### src/logic/ccg_pkg.sv
package ccg_pkg;

    // ==========================================================
    // Bus geometry and register map
    localparam int AXI_ADDR_W = 8;
    localparam logic [AXI_ADDR_W-1:0] OFS_DRV_STATUS = 8'h00;
    localparam logic [AXI_ADDR_W-1:0] OFS_PIN_STATUS = 8'h04;
    localparam logic [AXI_ADDR_W-1:0] OFS_BANK_BASE = 8'h10;
    localparam logic [1:0] RESP_OKAY = 2'h0;
    localparam logic [1:0] RESP_SLVERR = 2'h2;

    // ==========================================================
    // Per-bank configuration word layout
    localparam int CFG_W = 16;
    localparam int CFG_DIFF_BIT = 0;
    localparam int CFG_GATE_BIT = 1;
    localparam int CFG_STD_LSB = 2;
    localparam int CFG_EN0_LSB = 4;
    localparam int CFG_EN1_LSB = 6;
    localparam int CFG_POL0_BIT = 8;
    localparam int CFG_POL1_BIT = 9;
    localparam int CFG_SLEW0_LSB = 10;
    localparam int CFG_SLEW1_LSB = 12;
    localparam int CFG_TERM0_BIT = 14;
    localparam int CFG_TERM1_BIT = 15;
    localparam logic [CFG_W-1:0] CFG_RST = 16'h0000;

    // ==========================================================
    // Status word layout
    localparam int PIN_HOLD_BIT = 0;
    localparam int PIN_GLOBAL_BIT = 1;
    localparam int PIN_FIRST_BIT = 2;
    localparam int PIN_SECOND_BIT = 3;
    localparam int PIN_HELD_LSB = 16;

    // ==========================================================
    // Modes and constants
    localparam logic [1:0] SLEW_FIXED = 2'h0;
    localparam logic SYNC_IDLE = 1'h1;

    typedef enum logic [1:0] {
        ENS_OFF,
        ENS_ON,
        ENS_FIRST,
        ENS_SECOND
    } ccg_ensrc_e;

    typedef enum logic [1:0] {
        STD_SINGLE,
        STD_SINGLE_REF,
        STD_LOWSWING_LVDS,
        STD_LOWSWING_PECL
    } ccg_std_e;

endpackage : ccg_pkg

### src/logic/ccg_top.sv
// Functional notes
// Bank count is a parameter, five or ten, two channels per bank.
// Each bank runs as one differential output or two single-ended ones.
// One logic standard per bank, shared by both channels.
// Four slew settings single-ended; low-swing modes force a fixed slew.
// Low-swing modes disengage the internal source termination.
// Polarity per channel single-ended, once per bank when differential.
// Global enable high puts every driver in high impedance.
// Per output: always on, always off, or follow one secondary enable.
// Secondary enable low drives the clock, high gives high impedance.
// The gate input never disables a driver, it only holds a level.
// Gate low holds true outputs low, inverted high; high passes clock.
// Gating switches on the bank clock edge so no runt pulse appears.
// Banks outside the gate group ignore the gate input.
// Gate input is synchronised by two flops per bank.
// Configuration is static and stable during operation.
//
// Decided for this implementation: the register addresses and the AXI4-Lite slave port.
module ccg_top
    import ccg_pkg::*;
#(
    parameter int NUM_BANKS = 10,
    parameter int SYNC_STAGES = 2
) (
    input wire logic CLK_I,
    input wire logic RSTN_I,
    input wire logic GLOBAL_DRIVE_ENABLE_N_I,
    input wire logic SECONDARY_ENABLE_FIRST_N_I,
    input wire logic SECONDARY_ENABLE_SECOND_N_I,
    input wire logic SYNC_CLOCK_HOLD_N_I,
    input wire logic [AXI_ADDR_W-1:0] AWADDR_I,
    input wire logic AWVALID_I,
    output logic AWREADY_O,
    input wire logic [31:0] WDATA_I,
    input wire logic [3:0] WSTRB_I,
    input wire logic WVALID_I,
    output logic WREADY_O,
    output logic [1:0] BRESP_O,
    output logic BVALID_O,
    input wire logic BREADY_I,
    input wire logic [AXI_ADDR_W-1:0] ARADDR_I,
    input wire logic ARVALID_I,
    output logic ARREADY_O,
    output logic [31:0] RDATA_O,
    output logic [1:0] RRESP_O,
    output logic RVALID_O,
    input wire logic RREADY_I,
    output logic [2*NUM_BANKS-1:0] CLK_OUT_O,
    output logic [2*NUM_BANKS-1:0] DRIVE_OE_N_O,
    output logic [4*NUM_BANKS-1:0] SLEW_O,
    output logic [2*NUM_BANKS-1:0] TERM_EN_O
);

    typedef struct packed {
        logic aw_held;
        logic [AXI_ADDR_W-1:0] aw_addr;
        logic w_held;
        logic [31:0] w_data;
        logic [3:0] w_strb;
        logic bvalid;
        logic [1:0] bresp;
        logic rvalid;
        logic [31:0] rdata;
        logic [1:0] rresp;
        logic [NUM_BANKS-1:0][CFG_W-1:0] cfg;
    } ccg_top_s;

    ccg_top_s s_r;
    ccg_top_s s_nxt;
    logic [NUM_BANKS-1:0] held;
    logic [NUM_BANKS-1:0] hold_sync_n;
    logic do_write;
    logic ar_take;
    logic ar_mapped;

    // ==========================================================
    // Address decode
    function automatic logic bank_hit(input logic [AXI_ADDR_W-1:0] addr);
        logic [AXI_ADDR_W-1:0] rel;
        rel = addr - OFS_BANK_BASE;
        return (addr >= OFS_BANK_BASE) && (addr[1:0] == 2'h0)
            && (int'(rel[AXI_ADDR_W-1:2]) < NUM_BANKS);
    endfunction : bank_hit

    function automatic int bank_idx(input logic [AXI_ADDR_W-1:0] addr);
        logic [AXI_ADDR_W-1:0] rel;
        rel = addr - OFS_BANK_BASE;
        return int'(rel[AXI_ADDR_W-1:2]);
    endfunction : bank_idx

    function automatic logic [CFG_W-1:0] merge_cfg(input logic [CFG_W-1:0] old, input logic [31:0] data,
                                                   input logic [3:0] strb);
        logic [CFG_W-1:0] res;
        res = old;
        for (int b = 0; b < CFG_W / 8; b++) begin
            if (strb[b]) begin
                res[8*b +: 8] = data[8*b +: 8];
            end
        end
        return res;
    endfunction : merge_cfg

    assign do_write = s_r.aw_held && s_r.w_held && !s_r.bvalid;
    assign ar_take = ARVALID_I && !s_r.rvalid;
    assign ar_mapped = (ARADDR_I == OFS_DRV_STATUS) || (ARADDR_I == OFS_PIN_STATUS) || bank_hit(ARADDR_I);

    // ==========================================================
    // Register slave
    always_comb begin
        s_nxt = s_r;
        if (AWVALID_I && !s_r.aw_held) begin
            s_nxt.aw_held = 1'b1;
            s_nxt.aw_addr = AWADDR_I;
        end
        if (WVALID_I && !s_r.w_held) begin
            s_nxt.w_held = 1'b1;
            s_nxt.w_data = WDATA_I;
            s_nxt.w_strb = WSTRB_I;
        end
        if (s_r.bvalid && BREADY_I) begin
            s_nxt.bvalid = 1'b0;
        end
        if (do_write) begin
            s_nxt.aw_held = 1'b0;
            s_nxt.w_held = 1'b0;
            s_nxt.bvalid = 1'b1;
            s_nxt.bresp = RESP_OKAY;
            if (bank_hit(s_r.aw_addr)) begin
                // Meant to be loaded once at bring-up, never while clocks run
                s_nxt.cfg[bank_idx(s_r.aw_addr)] = merge_cfg(s_r.cfg[bank_idx(s_r.aw_addr)],
                                                            s_r.w_data, s_r.w_strb);
            end else if (s_r.aw_addr != OFS_DRV_STATUS && s_r.aw_addr != OFS_PIN_STATUS) begin
                s_nxt.bresp = RESP_SLVERR;
            end
        end
        if (s_r.rvalid && RREADY_I) begin
            s_nxt.rvalid = 1'b0;
        end
        if (ar_take) begin
            s_nxt.rvalid = 1'b1;
            s_nxt.rdata = '0;
            s_nxt.rresp = RESP_OKAY;
            if (ARADDR_I == OFS_DRV_STATUS) begin
                s_nxt.rdata[2*NUM_BANKS-1:0] = ~DRIVE_OE_N_O;
            end else if (ARADDR_I == OFS_PIN_STATUS) begin
                s_nxt.rdata[PIN_HOLD_BIT] = SYNC_CLOCK_HOLD_N_I;
                s_nxt.rdata[PIN_GLOBAL_BIT] = GLOBAL_DRIVE_ENABLE_N_I;
                s_nxt.rdata[PIN_FIRST_BIT] = SECONDARY_ENABLE_FIRST_N_I;
                s_nxt.rdata[PIN_SECOND_BIT] = SECONDARY_ENABLE_SECOND_N_I;
                s_nxt.rdata[PIN_HELD_LSB +: NUM_BANKS] = held;
            end else if (bank_hit(ARADDR_I)) begin
                s_nxt.rdata[CFG_W-1:0] = s_r.cfg[bank_idx(ARADDR_I)];
            end else begin
                s_nxt.rresp = RESP_SLVERR;
            end
        end
    end

    always_ff @(posedge CLK_I or negedge RSTN_I) begin
        if (!RSTN_I) begin
            s_r <= '0;
            s_r.cfg <= {NUM_BANKS{CFG_RST}};
        end else begin
            s_r <= s_nxt;
        end
    end

    assign AWREADY_O = !s_r.aw_held;
    assign WREADY_O = !s_r.w_held;
    assign BVALID_O = s_r.bvalid;
    assign BRESP_O = s_r.bresp;
    assign ARREADY_O = !s_r.rvalid;
    assign RVALID_O = s_r.rvalid;
    assign RDATA_O = s_r.rdata;
    assign RRESP_O = s_r.rresp;

    // ==========================================================
    // Output banks
    // One synchroniser per bank keeps each hold local to its own clock tree
    for (genvar b = 0; b < NUM_BANKS; b++) begin : g_bank
        ccg_sync #(
            .STAGES(SYNC_STAGES)
        ) u_sync (
            .clk_i(CLK_I),
            .rst_n_i(RSTN_I),
            .d_i(SYNC_CLOCK_HOLD_N_I),
            .q_o(hold_sync_n[b])
        );

        ccg_bank u_bank (
            .clk_i(CLK_I),
            .rst_n_i(RSTN_I),
            .cfg_i(s_r.cfg[b]),
            .hold_sync_n_i(hold_sync_n[b]),
            .global_en_n_i(GLOBAL_DRIVE_ENABLE_N_I),
            .first_n_i(SECONDARY_ENABLE_FIRST_N_I),
            .second_n_i(SECONDARY_ENABLE_SECOND_N_I),
            .clk_a_o(CLK_OUT_O[2*b]),
            .clk_b_o(CLK_OUT_O[2*b+1]),
            .oe_n_a_o(DRIVE_OE_N_O[2*b]),
            .oe_n_b_o(DRIVE_OE_N_O[2*b+1]),
            .slew_a_o(SLEW_O[4*b +: 2]),
            .slew_b_o(SLEW_O[4*b+2 +: 2]),
            .term_a_o(TERM_EN_O[2*b]),
            .term_b_o(TERM_EN_O[2*b+1]),
            .held_o(held[b])
        );
    end

    // ==========================================================
    // Checks
    a_gate_two_flops: assert property (@(posedge CLK_I) disable iff (!RSTN_I)
        ($fell(SYNC_CLOCK_HOLD_N_I) && s_r.cfg[0][CFG_GATE_BIT]) ##1 (!SYNC_CLOCK_HOLD_N_I && $stable(s_r.cfg[0]))
        |=> !held[0])
        else $error("hold taken before two synchroniser stages");
    a_cfg_stable: assert property (@(posedge CLK_I) disable iff (!RSTN_I)
        !do_write |=> $stable(s_r.cfg))
        else $error("configuration changed without a write");
    a_write_resp: assert property (@(posedge CLK_I) disable iff (!RSTN_I)
        do_write |=> (BVALID_O && !s_r.aw_held && !s_r.w_held))
        else $error("write response missing");
    a_bvalid_hold: assert property (@(posedge CLK_I) disable iff (!RSTN_I)
        (BVALID_O && !BREADY_I) |=> (BVALID_O && $stable(BRESP_O)))
        else $error("write response dropped before taken");
    a_rvalid_hold: assert property (@(posedge CLK_I) disable iff (!RSTN_I)
        (RVALID_O && !RREADY_I) |=> (RVALID_O && $stable(RDATA_O)))
        else $error("read data dropped before taken");
    a_read_unmapped: assert property (@(posedge CLK_I) disable iff (!RSTN_I)
        (ar_take && !ar_mapped) |=> (RVALID_O && RRESP_O == RESP_SLVERR && RDATA_O == 32'h0000_0000))
        else $error("unmapped read not refused");

endmodule : ccg_top

### src/logic/ccg_sync.sv
module ccg_sync
    import ccg_pkg::*;
#(
    parameter int STAGES = 2
) (
    input wire logic clk_i,
    input wire logic rst_n_i,
    input wire logic d_i,
    output logic q_o
);

    typedef struct packed {
        logic [STAGES-1:0] sh;
    } ccg_sync_s;

    ccg_sync_s s_r;
    ccg_sync_s s_nxt;

    // ==========================================================
    // Shift chain; stage 0 feeds only stage 1
    always_comb begin
        s_nxt = s_r;
        s_nxt.sh = {s_r.sh[STAGES-2:0], d_i};
    end

    always_ff @(posedge clk_i or negedge rst_n_i) begin
        if (!rst_n_i) begin
            s_r <= {STAGES{SYNC_IDLE}};
        end else begin
            s_r <= s_nxt;
        end
    end

    assign q_o = s_r.sh[STAGES-1];

endmodule : ccg_sync

### src/logic/ccg_bank.sv
module ccg_bank
    import ccg_pkg::*;
(
    input wire logic clk_i,
    input wire logic rst_n_i,
    input wire logic [CFG_W-1:0] cfg_i,
    input wire logic hold_sync_n_i,
    input wire logic global_en_n_i,
    input wire logic first_n_i,
    input wire logic second_n_i,
    output logic clk_a_o,
    output logic clk_b_o,
    output logic oe_n_a_o,
    output logic oe_n_b_o,
    output logic [1:0] slew_a_o,
    output logic [1:0] slew_b_o,
    output logic term_a_o,
    output logic term_b_o,
    output logic held_o
);

    typedef struct packed {
        logic hold;
        logic [1:0] slew_a;
        logic [1:0] slew_b;
        logic term_a;
        logic term_b;
    } ccg_bank_s;

    ccg_bank_s s_r;
    ccg_bank_s s_nxt;
    ccg_std_e std;
    ccg_ensrc_e src_a;
    ccg_ensrc_e src_b;
    logic lowswing;
    logic diff;
    logic member;
    logic pol_a;
    logic pol_b;
    logic en_a;
    logic en_b;

    function automatic logic drive_en(input ccg_ensrc_e src, input logic g_n, input logic f_n, input logic s_n);
        logic en;
        en = 1'b0;
        if (!g_n) begin
            unique case (src)
                ENS_OFF: en = 1'b0;
                ENS_ON: en = 1'b1;
                ENS_FIRST: en = !f_n;
                ENS_SECOND: en = !s_n;
            endcase
        end
        return en;
    endfunction : drive_en

    // ==========================================================
    // Configuration decode; one standard per bank
    assign std = ccg_std_e'(cfg_i[CFG_STD_LSB +: 2]);
    assign lowswing = (std == STD_LOWSWING_LVDS) || (std == STD_LOWSWING_PECL);
    assign diff = cfg_i[CFG_DIFF_BIT] | lowswing;
    assign member = cfg_i[CFG_GATE_BIT];
    assign src_a = ccg_ensrc_e'(cfg_i[CFG_EN0_LSB +: 2]);
    assign src_b = ccg_ensrc_e'(cfg_i[CFG_EN1_LSB +: 2]);
    assign pol_a = cfg_i[CFG_POL0_BIT];
    // Minus leg takes the inverse of the plus leg's polarity
    assign pol_b = diff ? !pol_a : cfg_i[CFG_POL1_BIT];

    // ==========================================================
    // Driver enables; hold never touches these
    assign en_a = drive_en(src_a, global_en_n_i, first_n_i, second_n_i);
    assign en_b = diff ? en_a : drive_en(src_b, global_en_n_i, first_n_i, second_n_i);
    assign oe_n_a_o = !en_a;
    assign oe_n_b_o = !en_b;

    always_comb begin
        s_nxt = s_r;
        // Updated on the rising edge only, so a pulse is never cut short
        s_nxt.hold = member & !hold_sync_n_i;
        s_nxt.slew_a = lowswing ? SLEW_FIXED : cfg_i[CFG_SLEW0_LSB +: 2];
        s_nxt.slew_b = lowswing ? SLEW_FIXED : cfg_i[CFG_SLEW1_LSB +: 2];
        s_nxt.term_a = lowswing ? 1'b0 : cfg_i[CFG_TERM0_BIT];
        s_nxt.term_b = lowswing ? 1'b0 : cfg_i[CFG_TERM1_BIT];
    end

    always_ff @(posedge clk_i or negedge rst_n_i) begin
        if (!rst_n_i) begin
            s_r <= '0;
        end else begin
            s_r <= s_nxt;
        end
    end

    // ==========================================================
    // Output levels: idle level equals the polarity bit
    assign clk_a_o = s_r.hold ? pol_a : (clk_i ^ pol_a);
    assign clk_b_o = s_r.hold ? pol_b : (clk_i ^ pol_b);
    assign slew_a_o = s_r.slew_a;
    assign slew_b_o = s_r.slew_b;
    assign term_a_o = s_r.term_a;
    assign term_b_o = s_r.term_b;
    assign held_o = s_r.hold;

    // ==========================================================
    // Checks
    a_global_hiz: assert property (@(posedge clk_i) disable iff (!rst_n_i)
        global_en_n_i |-> (oe_n_a_o && oe_n_b_o))
        else $error("driver enabled while global enable high");
    a_off_hiz: assert property (@(posedge clk_i) disable iff (!rst_n_i)
        (src_a == ENS_OFF) |-> oe_n_a_o)
        else $error("permanently off output driven");
    a_on_drives: assert property (@(posedge clk_i) disable iff (!rst_n_i)
        (!global_en_n_i && src_a == ENS_ON) |-> !oe_n_a_o)
        else $error("always-on output not driven");
    a_first_follow: assert property (@(posedge clk_i) disable iff (!rst_n_i)
        (!global_en_n_i && src_a == ENS_FIRST) |-> (oe_n_a_o == first_n_i))
        else $error("output enable does not follow first secondary enable");
    a_hold_level: assert property (@(posedge clk_i) disable iff (!rst_n_i)
        s_r.hold |-> (clk_a_o == pol_a))
        else $error("held output not at idle level");
    a_hold_latency: assert property (@(posedge clk_i) disable iff (!rst_n_i)
        (member && !hold_sync_n_i) |=> s_r.hold)
        else $error("hold not taken one edge after gate low");
    a_nonmember_free: assert property (@(posedge clk_i) disable iff (!rst_n_i)
        (!member && $stable(cfg_i)) |=> !s_r.hold)
        else $error("bank outside gate group was held");
    a_lowswing_fixed: assert property (@(posedge clk_i) disable iff (!rst_n_i)
        (lowswing && $stable(cfg_i)) |=> (slew_a_o == SLEW_FIXED && !term_a_o && !term_b_o))
        else $error("slew or termination active in low-swing mode");
    a_diff_pair: assert property (@(posedge clk_i) disable iff (!rst_n_i)
        diff |-> (clk_b_o != clk_a_o && oe_n_b_o == oe_n_a_o))
        else $error("differential legs not complementary");

endmodule : ccg_bank

### config.mk
export PLATFORM = sky130hd
export DESIGN_NAME = ccg_top
export DESIGN_NICKNAME = d
export VERILOG_FILES = /design/src/logic/ccg_pkg.sv /design/src/logic/ccg_top.sv /design/src/logic/ccg_sync.sv /design/src/logic/ccg_bank.sv
export SDC_FILE = /design/constraint.sdc
export NUM_CORES = 1
export LEC_CHECK = 0
export BUFFER_PORTS_ARGS = -buffer_cell sky130_fd_sc_hd__buf_2
export CORE_ASPECT_RATIO = 0.5
export CORE_UTILIZATION = 59
export DETAILED_ROUTE_END_ITERATION = 10
export PLACE_DENSITY_LB_ADDON = 0.2
export REMOVE_ABC_BUFFERS = 1
export SYNTH_ARGS = -nofsm -noshare
export SYNTH_HDL_FRONTEND = slang
export SYNTH_SLANG_ARGS = --single-unit
export TNS_END_PERCENT = 20
### constraint.sdc
create_clock -name CLK_I -period 2.9 [get_ports CLK_I]
set_clock_uncertainty 0.05 [all_clocks]
set_input_delay 0.725 -clock CLK_I [delete_from_list [all_inputs] [get_ports CLK_I]]
set_output_delay 0.725 -clock CLK_I [all_outputs]
set_load 0.01 [all_outputs]
# After elaboration in Yosys (flattened, before gate mapping)
# Index checks and enable logic that the tools add are counted.
# classes
bitwise	41
addsub	2
reduce_logical	98
muxes	152
magnitude_cmp	7
n_eq_ne	82
# ops
op	count
160-bit bitwise mux	1
16-bit binary-select mux with 4-bit select	2
2-bit equality test (second input constant)	60
1-bit 2-to-1 mux	84
1-bit one-hot mux with 4 select lines	20
16-bit demux with 4-bit select	1
16-bit 2-to-1 mux	4
2-bit 2-to-1 mux	25
8-bit 2-to-1 mux	6
1-bit zero test	46
2-bit zero test	22
2-bit by 1-bit equality test with 1-bit output (second input constant)	20
37-bit 2-to-1 mux	1
35-bit 2-to-1 mux	1
20-bit 2-to-1 mux	1
20-bit NOT	1
1-bit bitwise XOR	20
8-bit by 5-bit greater-or-equal comparator with 1-bit output (second input constant)	2
8-bit by 5-bit subtractor with 8-bit output (second input constant)	2
1-bit logical AND	13
6-bit by 4-bit less-than comparator with 1-bit output (second input constant)	2
6-bit by 5-bit less-than comparator with 1-bit output (second input constant)	2
12-bit 2-to-1 mux	1
1-bit AND	10
other kinds (14)	35
# totals
in_bits	63
ff_bits	328
wordCells	462
out_inout_bits	141

# Logic depth before layout (Yosys ltp)
# Gate-level depths: netlist of run 1.
# logic_depth
word_depth	8
depth_mapped	10
ltp_nobuf	7

# Cells and area by module
# Synthesis of run 1 repeated with hierarchy kept, for this count alone.
# unflattened
cells_unflattened	1339
hier_area_um2	16120.5
# by_module_without_submodules
mod	cells_each	instances	area_each_um2	seq_area_each_um2
ccg_top	1039	1	12266.8	5455.2
ccg_bank	28	10	332.8	175.2
ccg_sync	2	10	52.6	52.6

==> Implementation_results.wiki, run 1 <==
{| class="wikitable"
! Metric !! Value
|-
| Run status || finished, violations left
|-
| Violated checks || setup timing
|-
| Average routed wire per standard cell || 28.0 um
|-
| Critical Path Source || CLK_I
|-
| Sequential Power Share || 33.6%
|-
| Via count of the first global-routing pass || 11861
|-
| Total length of routed wires || 50.2 mm
|-
| Met2 Track Usage GR || 56.1%
|-
| Cell types occupying the most area after synthesis || sky130_fd_sc_hd__dfrtp_1, sky130_fd_sc_hd__mux2_2, sky130_fd_sc_hd__mux2i_1
|-
| Cell repeated most along the worst path || sky130_fd_sc_hd__clkbuf_16
|-
| Gate count of the mapped netlist || 1271
|-
| Netlist area before placement || between 15000 and 20000 um2
|-
| Synth Area per Inst || 12.1 um2
|-
| Wire length of the first global-routing pass || 74.2 mm
|-
| Minimum hold slack || 145 ps
|-
| Number of hold violations in the final report || 0
|-
| Setup repair after global routing missed its margin || yes
|-
| Count of input and output buffers || 177
|-
| Met1 Track Usage GR || 50.3%
|-
| CP bufs+invs || 4
|-
| Power density over cell area || 854 nW/um2
|-
| Cells along the critical path || clkbuf_16 -> clkbuf_16 -> nand2b_4 -> clkbuf_16 -> xor2_2 -> buf_2
|-
| Type of the most critical hold path || input port to flop
|-
| Starting utilization of the core area || approximately three fifths
|-
| Max FO, Critical Path || 6
|-
| Worst path slowest cell || sky130_fd_sc_hd__clkbuf_16
|-
| Congestion Overflow GR || 0
|-
| Post-Route Setup TNS || -2720 ps
|-
| Worst slew pin tran || 664 ps
|-
| Share of flip-flops with an asynchronous set or reset || between 90% and 100%
|-
| Global-route usage over all layers || 38.5%
|-
| Via count || about 12000
|-
| Share of layout cells above drive strength 1 || 42.5%
|-
| Maximum number of pins on one net before global-route repair || 68
|-
| Total of flip-flops plus latches after synthesis || 290
|-
| Number of nets in the final layout || ~1500
|-
| Via count normalized by instance count || 6.49
|-
| Util after Layout || 71.3%
|-
| Worst EP arrival || between 2000 and 2500 ps
|-
| Part of the power in combinational logic || a little over a fifth
|-
| Standard cell core area || about 25000 um2
|-
| Setup Crit Path Kind || clock port to output pin
|-
| Synth unique cells || 63
|-
| # fillers || 1740
|-
| Setup WS pre-CTS || 117 ps
|-
| Ports || 204
|-
| Total number of placement rows || 41
|-
| Source of the worst hold timing path || SYNC_CLOCK_HOLD_N_I
|-
| Iteration-0 DRC count of the detailed router || around 1500
|-
| DR pass1 iterations || 6
|-
| Largest voltage drop on the vdd net || 0.651 mV
|-
| Total leakage power || 0.00895 uW
|-
| Most Used Layer, Global Route || met2
|-
| DP HPWL || 31.7 mm
|-
| Most common flop cell mapped by yosys || sky130_fd_sc_hd__dfrtp_1
|-
| Number of endpoints failing setup at the final stage || 20
|-
| Top Family by Delay on Critical Path || buffers and inverters
|-
| Chip width || between 200 and 250 um
|-
| Type of element launching the critical path || clock port
|-
| Required time of the critical path || 2120 ps
|-
| Area fraction of the dominant cell type after synthesis || 46.8%
|-
| Layout-stage area growth over the synthesis result || 17.5%
|-
| Worst reg2reg startpoint || s_r[239]
|-
| Routability Congestion || 0.943
|-
| Area enclosed by the die boundary || 26800 um2
|-
| Sequential element share of the synthesized area || 47.1%
|-
| Final worst-path setup slack || -196 ps
|-
| TritonCTS clock tree || yes
|-
| Die Y-Extent || 116 um
|-
| Library cell with the largest summed area after synthesis || sky130_fd_sc_hd__dfrtp_1
|-
| Critical path endpoint category || output pin
|-
| Post-synth EDFFs || 0
|-
| Crit-path max cell delay || 170 ps
|-
| Max capacitance violation total || 0
|-
| Switching fraction of total power || 34.5%
|-
| P_int || ~10000 uW
|-
| Met3 Usage GRT || 15.1%
|-
| Count of antenna-violating nets left after detailed routing || 0
|-
| Number of antenna violations at the first check in global routing || 0
|-
| Ys Warns || 0
|-
| Clock network fraction of total power || 45.2%
|-
| CTS clk-pin slew, worst paths || 70 ps
|-
| Worst slew margin || 55.6%
|-
| Number of design rule violations left after detail routing || 0
|-
| Switching power summed over all nets || 5330 uW
|-
| Final slew viol count || 0
|-
| Clock Latency Late Sink || 680 ps
|}
layer usage:
| metal | vias up | wire, um |
|---|---|---|
| met2 | 785 | 21800 |
| met4 | 2 | 2440 |
| li1 | 4803 | - |
| met1 | 5811 | 19800 |
| met3 | 229 | 6060 |
| met5 | - | 57 |
logic make-up (layout without fill, tap and decap cells):
| kind of cell | count (synthesis) | in the layout | synth area share (%) |
|---|---|---|---|
| AO/OA/AOI/OAI | 169 | 169 | 7.58 |
| XOR/XNOR | 20 | 20 | 1.14 |
| adder cells (fa/ha/maj) | 7 | 7 | 0.569 |
| buffers and inverters | 181 | 350 | 7.71 |
| flip-flops | 290 | 290 | 47.1 |
| multiplexers | 316 | 316 | 25.2 |
| other | 1 | 9 | 0.0243 |
| AND/OR/NAND/NOR | 287 | 287 | 10.6 |
layout by cell type (no fill, tap or decap), types with 15 or more instances in the layout:
| master | netlist | routed |
|---|---|---|
| sky130_fd_sc_hd__mux4_2 | 32 | 32 |
| sky130_fd_sc_hd__nand3_1 | 30 | 30 |
| sky130_fd_sc_hd__mux2i_1 | 84 | 84 |
| sky130_fd_sc_hd__clkbuf_16 | 0 | 50 |
| sky130_fd_sc_hd__o31ai_1 | 18 | 18 |
| sky130_fd_sc_hd__nor2b_1 | 89 | 88 |
| sky130_fd_sc_hd__mux2_4 | 20 | 20 |
| sky130_fd_sc_hd__buf_4 | 100 | 68 |
| sky130_fd_sc_hd__dfrtp_1 | 288 | 279 |
| sky130_fd_sc_hd__nor2_1 | 40 | 39 |
| sky130_fd_sc_hd__buf_2 | 14 | 175 |
| sky130_fd_sc_hd__mux2_2 | 180 | 180 |
| sky130_fd_sc_hd__o21ai_0 | 35 | 28 |
| sky130_fd_sc_hd__a21oi_1 | 29 | 29 |
| sky130_fd_sc_hd__nand2_1 | 44 | 44 |
| sky130_fd_sc_hd__o221ai_1 | 15 | 15 |
synth_stat cells (7+ instances only):
| cell type | count |
|---|---|
| sky130_fd_sc_hd__a211o_1 | 9 |
| sky130_fd_sc_hd__a21oi_1 | 29 |
| sky130_fd_sc_hd__a22o_1 | 8 |
| sky130_fd_sc_hd__a2bb2oi_1 | 13 |
| sky130_fd_sc_hd__and3_1 | 7 |
| sky130_fd_sc_hd__buf_1 | 8 |
| sky130_fd_sc_hd__buf_2 | 14 |
| sky130_fd_sc_hd__buf_4 | 100 |
| sky130_fd_sc_hd__buf_6 | 11 |
| sky130_fd_sc_hd__clkbuf_1 | 34 |
| sky130_fd_sc_hd__dfrtp_1 | 288 |
| sky130_fd_sc_hd__ha_1 | 7 |
| sky130_fd_sc_hd__inv_1 | 11 |
| sky130_fd_sc_hd__mux2_2 | 180 |
| sky130_fd_sc_hd__mux2_4 | 20 |
| sky130_fd_sc_hd__mux2i_1 | 84 |
| sky130_fd_sc_hd__mux4_2 | 32 |
| sky130_fd_sc_hd__nand2_1 | 44 |
| sky130_fd_sc_hd__nand2b_1 | 12 |
| sky130_fd_sc_hd__nand3_1 | 30 |
| sky130_fd_sc_hd__nor2_1 | 40 |
| sky130_fd_sc_hd__nor2b_1 | 89 |
| sky130_fd_sc_hd__nor3_1 | 13 |
| sky130_fd_sc_hd__o21ai_0 | 35 |
| sky130_fd_sc_hd__o221ai_1 | 15 |
| sky130_fd_sc_hd__o22ai_1 | 13 |
| sky130_fd_sc_hd__o31ai_1 | 18 |
| sky130_fd_sc_hd__or2_2 | 7 |
| sky130_fd_sc_hd__xnor2_1 | 10 |
| sky130_fd_sc_hd__xor2_1 | 10 |
worst paths after layout:
| kind | endpoint | slack, ps | depth (start not counted) |
|---|---|---|---|
| worst max register to register | s_r[16] | 190 | 6 |
| max in group asynchronous | g_bank[2].u_bank.slew_b_o[1] | 1470 | 3 |
| worst max-delay path | CLK_OUT_O[3] | -200 | 6 |
| min in group asynchronous | BVALID_O | 550 | 2 |
| worst min-delay path | g_bank[6].u_sync.s_r[0] | 150 | 1 |
| worst min register to register | g_bank[0].u_sync.s_r[1] | 310 | 0 |
timing repair:
item	in CTS	in global routing
endpoints found under the hold margin	4	0
gates resized for setup	31	17
hold buffers	1	0
pin swaps	0	0
endpoints found under the setup margin	26	28
setup buffers	2	0
registers in the layout, summed over array words and instances, names as in the netlist:
register                flops
s_r                       188
g_bank.u_bank.held_o       10
g_bank.u_bank.term_a_o     10
BVALID_O                    1
RVALID_O                    1
BRESP_O                     1
g_bank.u_bank.slew_b_o     20
RDATA_O                    26
g_bank.u_sync.s_r           2
g_bank.u_bank.term_b_o     10
RRESP_O                     1
g_bank.u_bank.slew_a_o     20
stage by stage:
stage	std cells	total power, uW	cell area (um2)
3_5_place_dp	1705	9160	16300
6_report	1792	15500	18100
5_1_grt	1791	16000	18100
4_1_cts	1791	15400	18000
2_1_floorplan	1109	7470	14300
3_3_place_gp	1705	9050	16300
area by class of cell:
class | instances | area (um2) | share of cell area [%]
diodes | 1 | 2.50 | 0.0138
clock buffers | 89 | 1480 | 8.16
clock inverters | 16 | 181 | 1.00
inverters | 12 | 45.0 | 0.249
multi-input cells | 807 | 7210 | 39.8
flip-flops and latches | 290 | 7270 | 40.2
well taps | 344 | 430 | 2.38
repair buffers | 233 | 1480 | 8.18
power by group through the flow:
stage | registers, uW | logic [uW] | clock network [uW]
2_1_floorplan | 5190 | 1710 | 576
3_3_place_gp | 5190 | 3080 | 781
3_5_place_dp | 5230 | 3160 | 781
4_1_cts | 5160 | 3210 | 6980
5_1_grt | 5240 | 3460 | 7290
6_report | 5200 | 3280 | 6980
Note: power is estimated with default switching activity, not from simulation.
==> run 2: changes to the inputs <==
--- a/config.mk
+++ b/config.mk
@@ -7,7 +7,7 @@
 export LEC_CHECK = 0
 export BUFFER_PORTS_ARGS = -buffer_cell sky130_fd_sc_hd__buf_2
 export CORE_ASPECT_RATIO = 0.5
-export CORE_UTILIZATION = 59
+export CORE_UTILIZATION = 55
 export DETAILED_ROUTE_END_ITERATION = 10
 export PLACE_DENSITY_LB_ADDON = 0.2
 export REMOVE_ABC_BUFFERS = 1
==> Implementation_results.wiki, run 2 (synthesized netlist as in run 1, its figures left out) <==
{| class="wikitable"
! Metric !! Value
|-
| Final cell count without fillers || 1835 (was 1792)
|-
| Count of input and output buffers || 177 (unchanged)
|-
| Congestion Overflow GR || 0 (unchanged)
|-
| Routability Congestion || 0.964 (was 0.943)
|-
| CP bufs+invs || 4 (unchanged)
|-
| Final total power || 15900 uW (was 15500 uW)
|-
| Sequential Power Share || 32.0% (was 33.6%)
|-
| Setup Crit Path Kind || clock port to output pin (unchanged)
|-
| Number of hold violations in the final report || 6 (was 0)
|-
| Via count of the first global-routing pass || 12092 (was 11861)
|-
| DP HPWL || 33.2 mm (was 31.7 mm)
|-
| Largest voltage drop on the vdd net || 0.619 mV (was 0.651 mV)
|-
| Part of the power in combinational logic || 21.5% (was 21.2%)
|-
| DR pass1 iterations || 6 (unchanged)
|-
| Total leakage power || 0.00907 uW (was 0.00895 uW)
|-
| CTS clk-pin slew, worst paths || 70 ps (about the same)
|-
| Worst slew margin || 42.5% (was 55.6%)
|-
| Switching fraction of total power || 34.6% (was 34.5%)
|-
| Critical path endpoint category || output pin (unchanged)
|-
| Run status || finished, violations left (unchanged)
|-
| Worst slew pin tran || 855 ps (was 664 ps)
|-
| Switching power summed over all nets || 5500 uW (was 5330 uW)
|-
| Top Family by Delay on Critical Path || buffers and inverters (unchanged)
|-
| Clock Latency Late Sink || 700 ps (was 680 ps)
|-
| Final worst-path setup slack || -271 ps (was -196 ps)
|-
| Global-route usage over all layers || 36.8% (was 38.5%)
|-
| TritonCTS clock tree || yes (unchanged)
|-
| Final slew viol count || 0 (unchanged)
|-
| Type of the most critical hold path || input port to asynchronous set/reset pin (was input port to flop)
|-
| Cell Count Post-Placement || 1747 (was 1705)
|-
| Setup repair after global routing missed its margin || yes (unchanged)
|-
| Cells along the critical path || clkbuf_16 -> clkbuf_16 -> nand2b_4 -> clkbuf_16 -> xor2_4 -> buf_6 (was clkbuf_16 -> clkbuf_16 -> nand2b_4 -> clkbuf_16 -> xor2_2 -> buf_2)
|-
| Count of antenna-violating nets left after detailed routing || 0 (unchanged)
|-
| Via count normalized by instance count || 6.45 (was 6.49)
|-
| Max FO, Critical Path || 5 (was 6)
|-
| Standard cell core area || 27000 um2 (was 25400 um2)
|-
| P_int || 10400 uW (was 10100 uW)
|-
| Number of design rule violations left after detail routing || 0 (unchanged)
|-
| Starting utilization of the core area || 57.1% (was 60.7%)
|-
| Minimum hold slack || -17.6 ps (was 145 ps)
|-
| Share of layout cells above drive strength 1 || 42.6% (was 42.5%)
|-
| Area enclosed by the die boundary || 28700 um2 (was 26800 um2)
|-
| Required time of the critical path || 2120 ps (about the same)
|-
| Most frequent cells in the layout || sky130_fd_sc_hd__dfrtp_1, sky130_fd_sc_hd__mux2_2, sky130_fd_sc_hd__buf_2, sky130_fd_sc_hd__nor2b_1, sky130_fd_sc_hd__mux2i_1 (unchanged)
|-
| Power density over cell area || 866 nW/um2 (was 854 nW/um2)
|-
| Via count || 11834 (was 11630)
|-
| Total number of placement rows || 42 (was 41)
|-
| Worst path slowest cell || sky130_fd_sc_hd__xor2_4 (was sky130_fd_sc_hd__clkbuf_16)
|-
| Instance count on the critical path || 6 (unchanged)
|-
| Crit-path max cell delay || 240 ps (was 170 ps)
|-
| Diodes inserted || 0 (was 1)
|-
| Total length of routed wires || 51.7 mm (was 50.2 mm)
|-
| Number of endpoints failing setup at the final stage || 20 (unchanged)
|-
| Clock network fraction of total power || 46.5% (was 45.2%)
|-
| Most flops, register || s_r (unchanged)
|-
| Violated checks || hold timing, setup timing (was setup timing)
|-
| Max capacitance violation total || 0 (unchanged)
|-
| Worst EP arrival || 2400 ps (was 2320 ps)
|-
| Layout-stage area growth over the synthesis result || 19.0% (was 17.5%)
|-
| Wire length of the first global-routing pass || 75.8 mm (was 74.2 mm)
|-
| Type of element launching the critical path || clock port (unchanged)
|-
| Chip width || 239 um (was 230 um)
|-
| Maximum number of pins on one net before global-route repair || 78 (was 68)
|-
| Flip-flop count of the largest register after layout || 188 (unchanged)
|-
| Iteration-0 DRC count of the detailed router || 1508 (was 1504)
|-
| Number of antenna violations at the first check in global routing || 0 (unchanged)
|-
| Number of nets in the final layout || 1501 (was 1486)
|-
| Average routed wire per standard cell || 28.1 um (was 28.0 um)
|-
| Die Y-Extent || 120 um (was 116 um)
|-
| Ports || 204 (unchanged)
|-
| Depth of the worst register-to-register path || 7 (was 6)
|-
| Cell repeated most along the worst path || sky130_fd_sc_hd__clkbuf_16 (unchanged)
|-
| Leading cell type in the layout, fill and taps excluded || sky130_fd_sc_hd__dfrtp_1 (unchanged)
|}
-- run 2: cell count changes in the layout (fill, tap and decap cells not counted), moves of 3 or more --
cell and delta:
sky130_fd_sc_hd__dfrtp_1 +6, sky130_fd_sc_hd__dfrtp_2 -6, sky130_fd_sc_hd__buf_2 -3, sky130_fd_sc_hd__clkbuf_1 +3, sky130_fd_sc_hd__clkinvlp_4 -3, sky130_fd_sc_hd__buf_4 +15, sky130_fd_sc_hd__o21ai_1 -4, sky130_fd_sc_hd__o21ai_0 +5
-- run 2: repair_timing --
| item | 4_1_cts | 5_1_grt |
|---|---|---|
| gates resized for setup | 29 | 16 |
| buffers inserted | 1 | 4 |
| hold buffers | 0 | 0 |
| endpoints found under the setup margin | 21 | 27 |
-- run 2: routing by layer --
metal  global-route usage (%)  routed length, um  vias up
met5                        0                  0        -
met3                     13.3               6320      233
met4                     17.8               2630        0
li1                         -                  -     4828
met2                     53.5              22400      837
met1                     49.0              20300     5936
-- run 2: final timing paths --
path                                    startpoint                 endpoint  slack [ps]
min in group CLK_I             SYNC_CLOCK_HOLD_N_I  g_bank[6].u_sync.s_r[0]         140
max                                          CLK_I             CLK_OUT_O[7]        -270
max reg2reg                               s_r[239]                  s_r[24]          80
max in group asynchronous                   RSTN_I  g_bank[0].u_sync.s_r[1]        1990
min reg2reg                g_bank[6].u_sync.s_r[0]  g_bank[0].u_sync.s_r[1]         310
min                                         RSTN_I                 s_r[239]         -20
-- run 2: metrics by stage --
stage | cell area (um2) | hold WS, ps | util [%] | setup WS (ps) | setup TNS [ps]
final | 18300 | -17.6 | 68.0 | -271 | -3200
after global routing | 18300 | 33.6 | 68.0 | -274 | -3610
after CTS | 18200 | 1.35 | 67.6 | -189 | -2960
after detailed placement | 16400 | 301 | 61.0 | 137 | 0
after global placement | 16400 | 297 | 61.0 | 153 | 0
after floorplan | 14300 | 295 | - | -966 | -137340
-- run 2: layout make-up --
type                    count  area, um2
fillers                  1933       8630
inverters                  12       45.0
clock inverters            13        191
well taps                 374        468
flip-flops and latches    290       7270
clock buffers              95       1540
multi-input cells         807       7250
repair buffers            244       1570
-- run 2: power groups by stage --
stage               combinational (uW)  sequential (uW)  clock (uW)
floorplan                         1710             5190         576
global placement                  3220             5080         781
detailed placement                3290             5110         781
CTS                               3340             5050        7160
global route                      3590             5130        7650
finish                            3420             5080        7370
==> run 3: changes to the inputs <==
--- a/config.mk
+++ b/config.mk
@@ -6,11 +6,13 @@
 export NUM_CORES = 1
 export LEC_CHECK = 0
 export BUFFER_PORTS_ARGS = -buffer_cell sky130_fd_sc_hd__buf_2
+export CELL_PAD_IN_SITES_DETAIL_PLACEMENT = 2
+export CELL_PAD_IN_SITES_GLOBAL_PLACEMENT = 2
 export CORE_ASPECT_RATIO = 0.5
-export CORE_UTILIZATION = 55
+export CORE_UTILIZATION = 39
 export DETAILED_ROUTE_END_ITERATION = 10
 export PLACE_DENSITY_LB_ADDON = 0.2
-export REMOVE_ABC_BUFFERS = 1
+export SKIP_CTS_REPAIR_TIMING = 1
 export SYNTH_ARGS = -nofsm -noshare
 export SYNTH_HDL_FRONTEND = slang
 export SYNTH_SLANG_ARGS = --single-unit
==> Implementation_results.wiki, run 3 (synthesized netlist as in run 1, its figures left out) <==
{| class="wikitable"
! Metric !! Value
|-
| Switching power summed over all nets || 5810 uW (was 5500 uW)
|-
| Critical path endpoint category || output pin (unchanged)
|-
| Total length of routed wires || 62.0 mm (was 51.7 mm)
|-
| Worst slew margin || 42.4% (was 42.5%)
|-
| Most flops, register || s_r (unchanged)
|-
| Starting utilization of the core area || 39.6% (was 57.1%)
|-
| Number of antenna violations at the first check in global routing || 2 (was 0)
|-
| Global-route usage over all layers || 31.0% (was 36.8%)
|-
| Type of element launching the critical path || clock port (unchanged)
|-
| Max capacitance violation total || 0 (unchanged)
|-
| Required time of the critical path || 2120 ps (about the same)
|-
| Number of nets in the final layout || 1518 (was 1501)
|-
| Worst slew pin tran || 857 ps (was 855 ps)
|-
| Power density over cell area || 874 nW/um2 (was 866 nW/um2)
|-
| CTS clk-pin slew, worst paths || 60 ps (was 70 ps)
|-
| CP endpoint || CLK_OUT_O[13] (was CLK_OUT_O[7])
|-
| Chip width || 283 um (was 239 um)
|-
| Routability Congestion || 0.873 (was 0.964)
|-
| Minimum hold slack || 89.7 ps (was -17.6 ps)
|-
| Count of input and output buffers || 177 (unchanged)
|-
| Setup Crit Path Kind || clock port to output pin (unchanged)
|-
| Max FO, Critical Path || 6 (was 5)
|-
| DP HPWL || 41.2 mm (was 33.2 mm)
|-
| P_int || 10600 uW (was 10400 uW)
|-
| Clock Latency Late Sink || 700 ps (about the same)
|-
| Flop-to-flop setup slack || 190 ps (was 80 ps)
|-
| Setup repair after global routing missed its margin || yes (unchanged)
|-
| Largest voltage drop on the vdd net || 0.343 mV (was 0.619 mV)
|-
| Share of layout cells above drive strength 1 || 43.9% (was 42.6%)
|-
| Leading cell type in the layout, fill and taps excluded || sky130_fd_sc_hd__dfrtp_1 (unchanged)
|-
| DR pass1 iterations || 5 (was 6)
|-
| Flip-flop count of the largest register after layout || 188 (unchanged)
|-
| Number of design rule violations left after detail routing || 0 (unchanged)
|-
| Ports || 204 (unchanged)
|-
| Via count || 11843 (was 11834)
|-
| Final cell count without fillers || 2009 (was 1835)
|-
| Number of hold violations in the final report || 0 (was 6)
|-
| Total number of placement rows || 51 (was 42)
|-
| Count of antenna-violating nets left after detailed routing || 0 (unchanged)
|-
| R2R Path End || s_r[100] (was s_r[24])
|-
| Switching fraction of total power || 35.4% (was 34.6%)
|-
| Sequential Power Share || 31.3% (was 32.0%)
|-
| Diodes inserted || 0 (unchanged)
|-
| Die Y-Extent || 143 um (was 120 um)
|-
| Clock network fraction of total power || 46.1% (was 46.5%)
|-
| Worst reg2reg startpoint || s_r[239] (unchanged)
|-
| Iteration-0 DRC count of the detailed router || 1003 (was 1508)
|-
| Cell Count Post-Placement || 1921 (was 1747)
|-
| Violated checks || setup timing (was hold timing, setup timing)
|-
| Critical Path Source || CLK_I (unchanged)
|-
| Total leakage power || 0.00922 uW (was 0.00907 uW)
|-
| Maximum number of pins on one net before global-route repair || 99 (was 78)
|-
| Layout-stage area growth over the synthesis result || 22.0% (was 19.0%)
|-
| Worst EP arrival || 2380 ps (was 2400 ps)
|-
| Run status || finished, violations left (unchanged)
|-
| Standard cell core area || 38900 um2 (was 27000 um2)
|-
| Util after Layout || 48.3% (was 68.0%)
|-
| Area enclosed by the die boundary || 40300 um2 (was 28700 um2)
|-
| Via count normalized by instance count || 5.89 (was 6.45)
|-
| Final slew viol count || 0 (unchanged)
|-
| Average routed wire per standard cell || 30.9 um (was 28.1 um)
|-
| Final worst-path setup slack || -255 ps (was -271 ps)
|-
| Wire length of the first global-routing pass || 90.9 mm (was 75.8 mm)
|-
| TritonCTS clock tree || yes (unchanged)
|-
| Congestion Overflow GR || 0 (unchanged)
|-
| Type of the most critical hold path || input port to flop (was input port to asynchronous set/reset pin)
|-
| Part of the power in combinational logic || 22.6% (was 21.5%)
|-
| Most frequent cells in the layout || sky130_fd_sc_hd__dfrtp_1, sky130_fd_sc_hd__mux2_2, sky130_fd_sc_hd__buf_2, sky130_fd_sc_hd__buf_4, sky130_fd_sc_hd__nor2b_1 (was sky130_fd_sc_hd__dfrtp_1, sky130_fd_sc_hd__mux2_2, sky130_fd_sc_hd__buf_2, sky130_fd_sc_hd__nor2b_1, sky130_fd_sc_hd__mux2i_1)
|-
| Via count of the first global-routing pass || 13667 (was 12092)
|-
| Depth of the worst register-to-register path || 7 (unchanged)
|-
| Number of endpoints failing setup at the final stage || 21 (was 20)
|-
| # fillers || 3828 (was 1933)
|}
[run 3: worst min path at each step]
stage,startpoint,end,slack [ps],cells after the start
after floorplan,g_bank[6].u_sync.s_r[0],g_bank[0].u_sync.s_r[1],300,0
after global placement,g_bank[6].u_sync.s_r[0],g_bank[0].u_sync.s_r[1],300,0
after detailed placement,g_bank[6].u_sync.s_r[0],g_bank[0].u_sync.s_r[1],300,0
after CTS,RSTN_I,s_r[37],-130,1
after global routing,SYNC_CLOCK_HOLD_N_I,g_bank[6].u_sync.s_r[0],80,1
final,SYNC_CLOCK_HOLD_N_I,g_bank[6].u_sync.s_r[0],90,1
[run 3: power groups by stage]
stage / logic (uW) / registers (uW) / clock network, uW
final: 3710 / 5140 / 7570
after global routing: 3920 / 5180 / 7930
after CTS: 3650 / 5110 / 8190
after detailed placement: 3600 / 5160 / 781
after global placement: 3430 / 5110 / 781
after floorplan: 2180 / 4880 / 952
[run 3: area by class of cell]
| class | count | area [um2] | share of cell area [%] |
|---|---|---|---|
| flip-flops and latches | 290 | 7270 | 38.7 |
| clock buffers | 95 | 1610 | 8.57 |
| well taps | 530 | 663 | 3.53 |
| repair buffers | 263 | 1740 | 9.25 |
| inverters | 12 | 48.8 | 0.260 |
| multi-input cells | 807 | 7310 | 38.9 |
| clock inverters | 12 | 159 | 0.845 |
[run 3: layer usage]
layer | part of all wire, % | global-route usage [%] | vias up
met4 | 2.5 | 12.9 | 2
met2 | 48 | 48.3 | 453
met1 | 44 | 40.9 | 6405
li1 | - | - | 4862
met3 | 6.0 | 8.25 | 121
met5 | 0.032 | 0 | -
[run 3: through the flow]
stage               setup TNS (ps)  instance area [um2]  setup slack [ps]  total power (uW)
finish                       -3180                18800              -255             16400
global route                 -3840                18800              -274             17000
CTS                         -35650                18800             -1280             16900
detailed placement           -4040                16800              -103              9540
global placement                 0                16800              40.9              9330
floorplan                        0                15400               308              8020
[run 3: worst max-delay path, stage by stage]
cell,delay (ps)
sky130_fd_sc_hd__clkbuf_16,140
sky130_fd_sc_hd__clkbuf_16,180
sky130_fd_sc_hd__nand2b_4,110
sky130_fd_sc_hd__clkbuf_16,140
sky130_fd_sc_hd__xor2_1,180
sky130_fd_sc_hd__buf_2,170
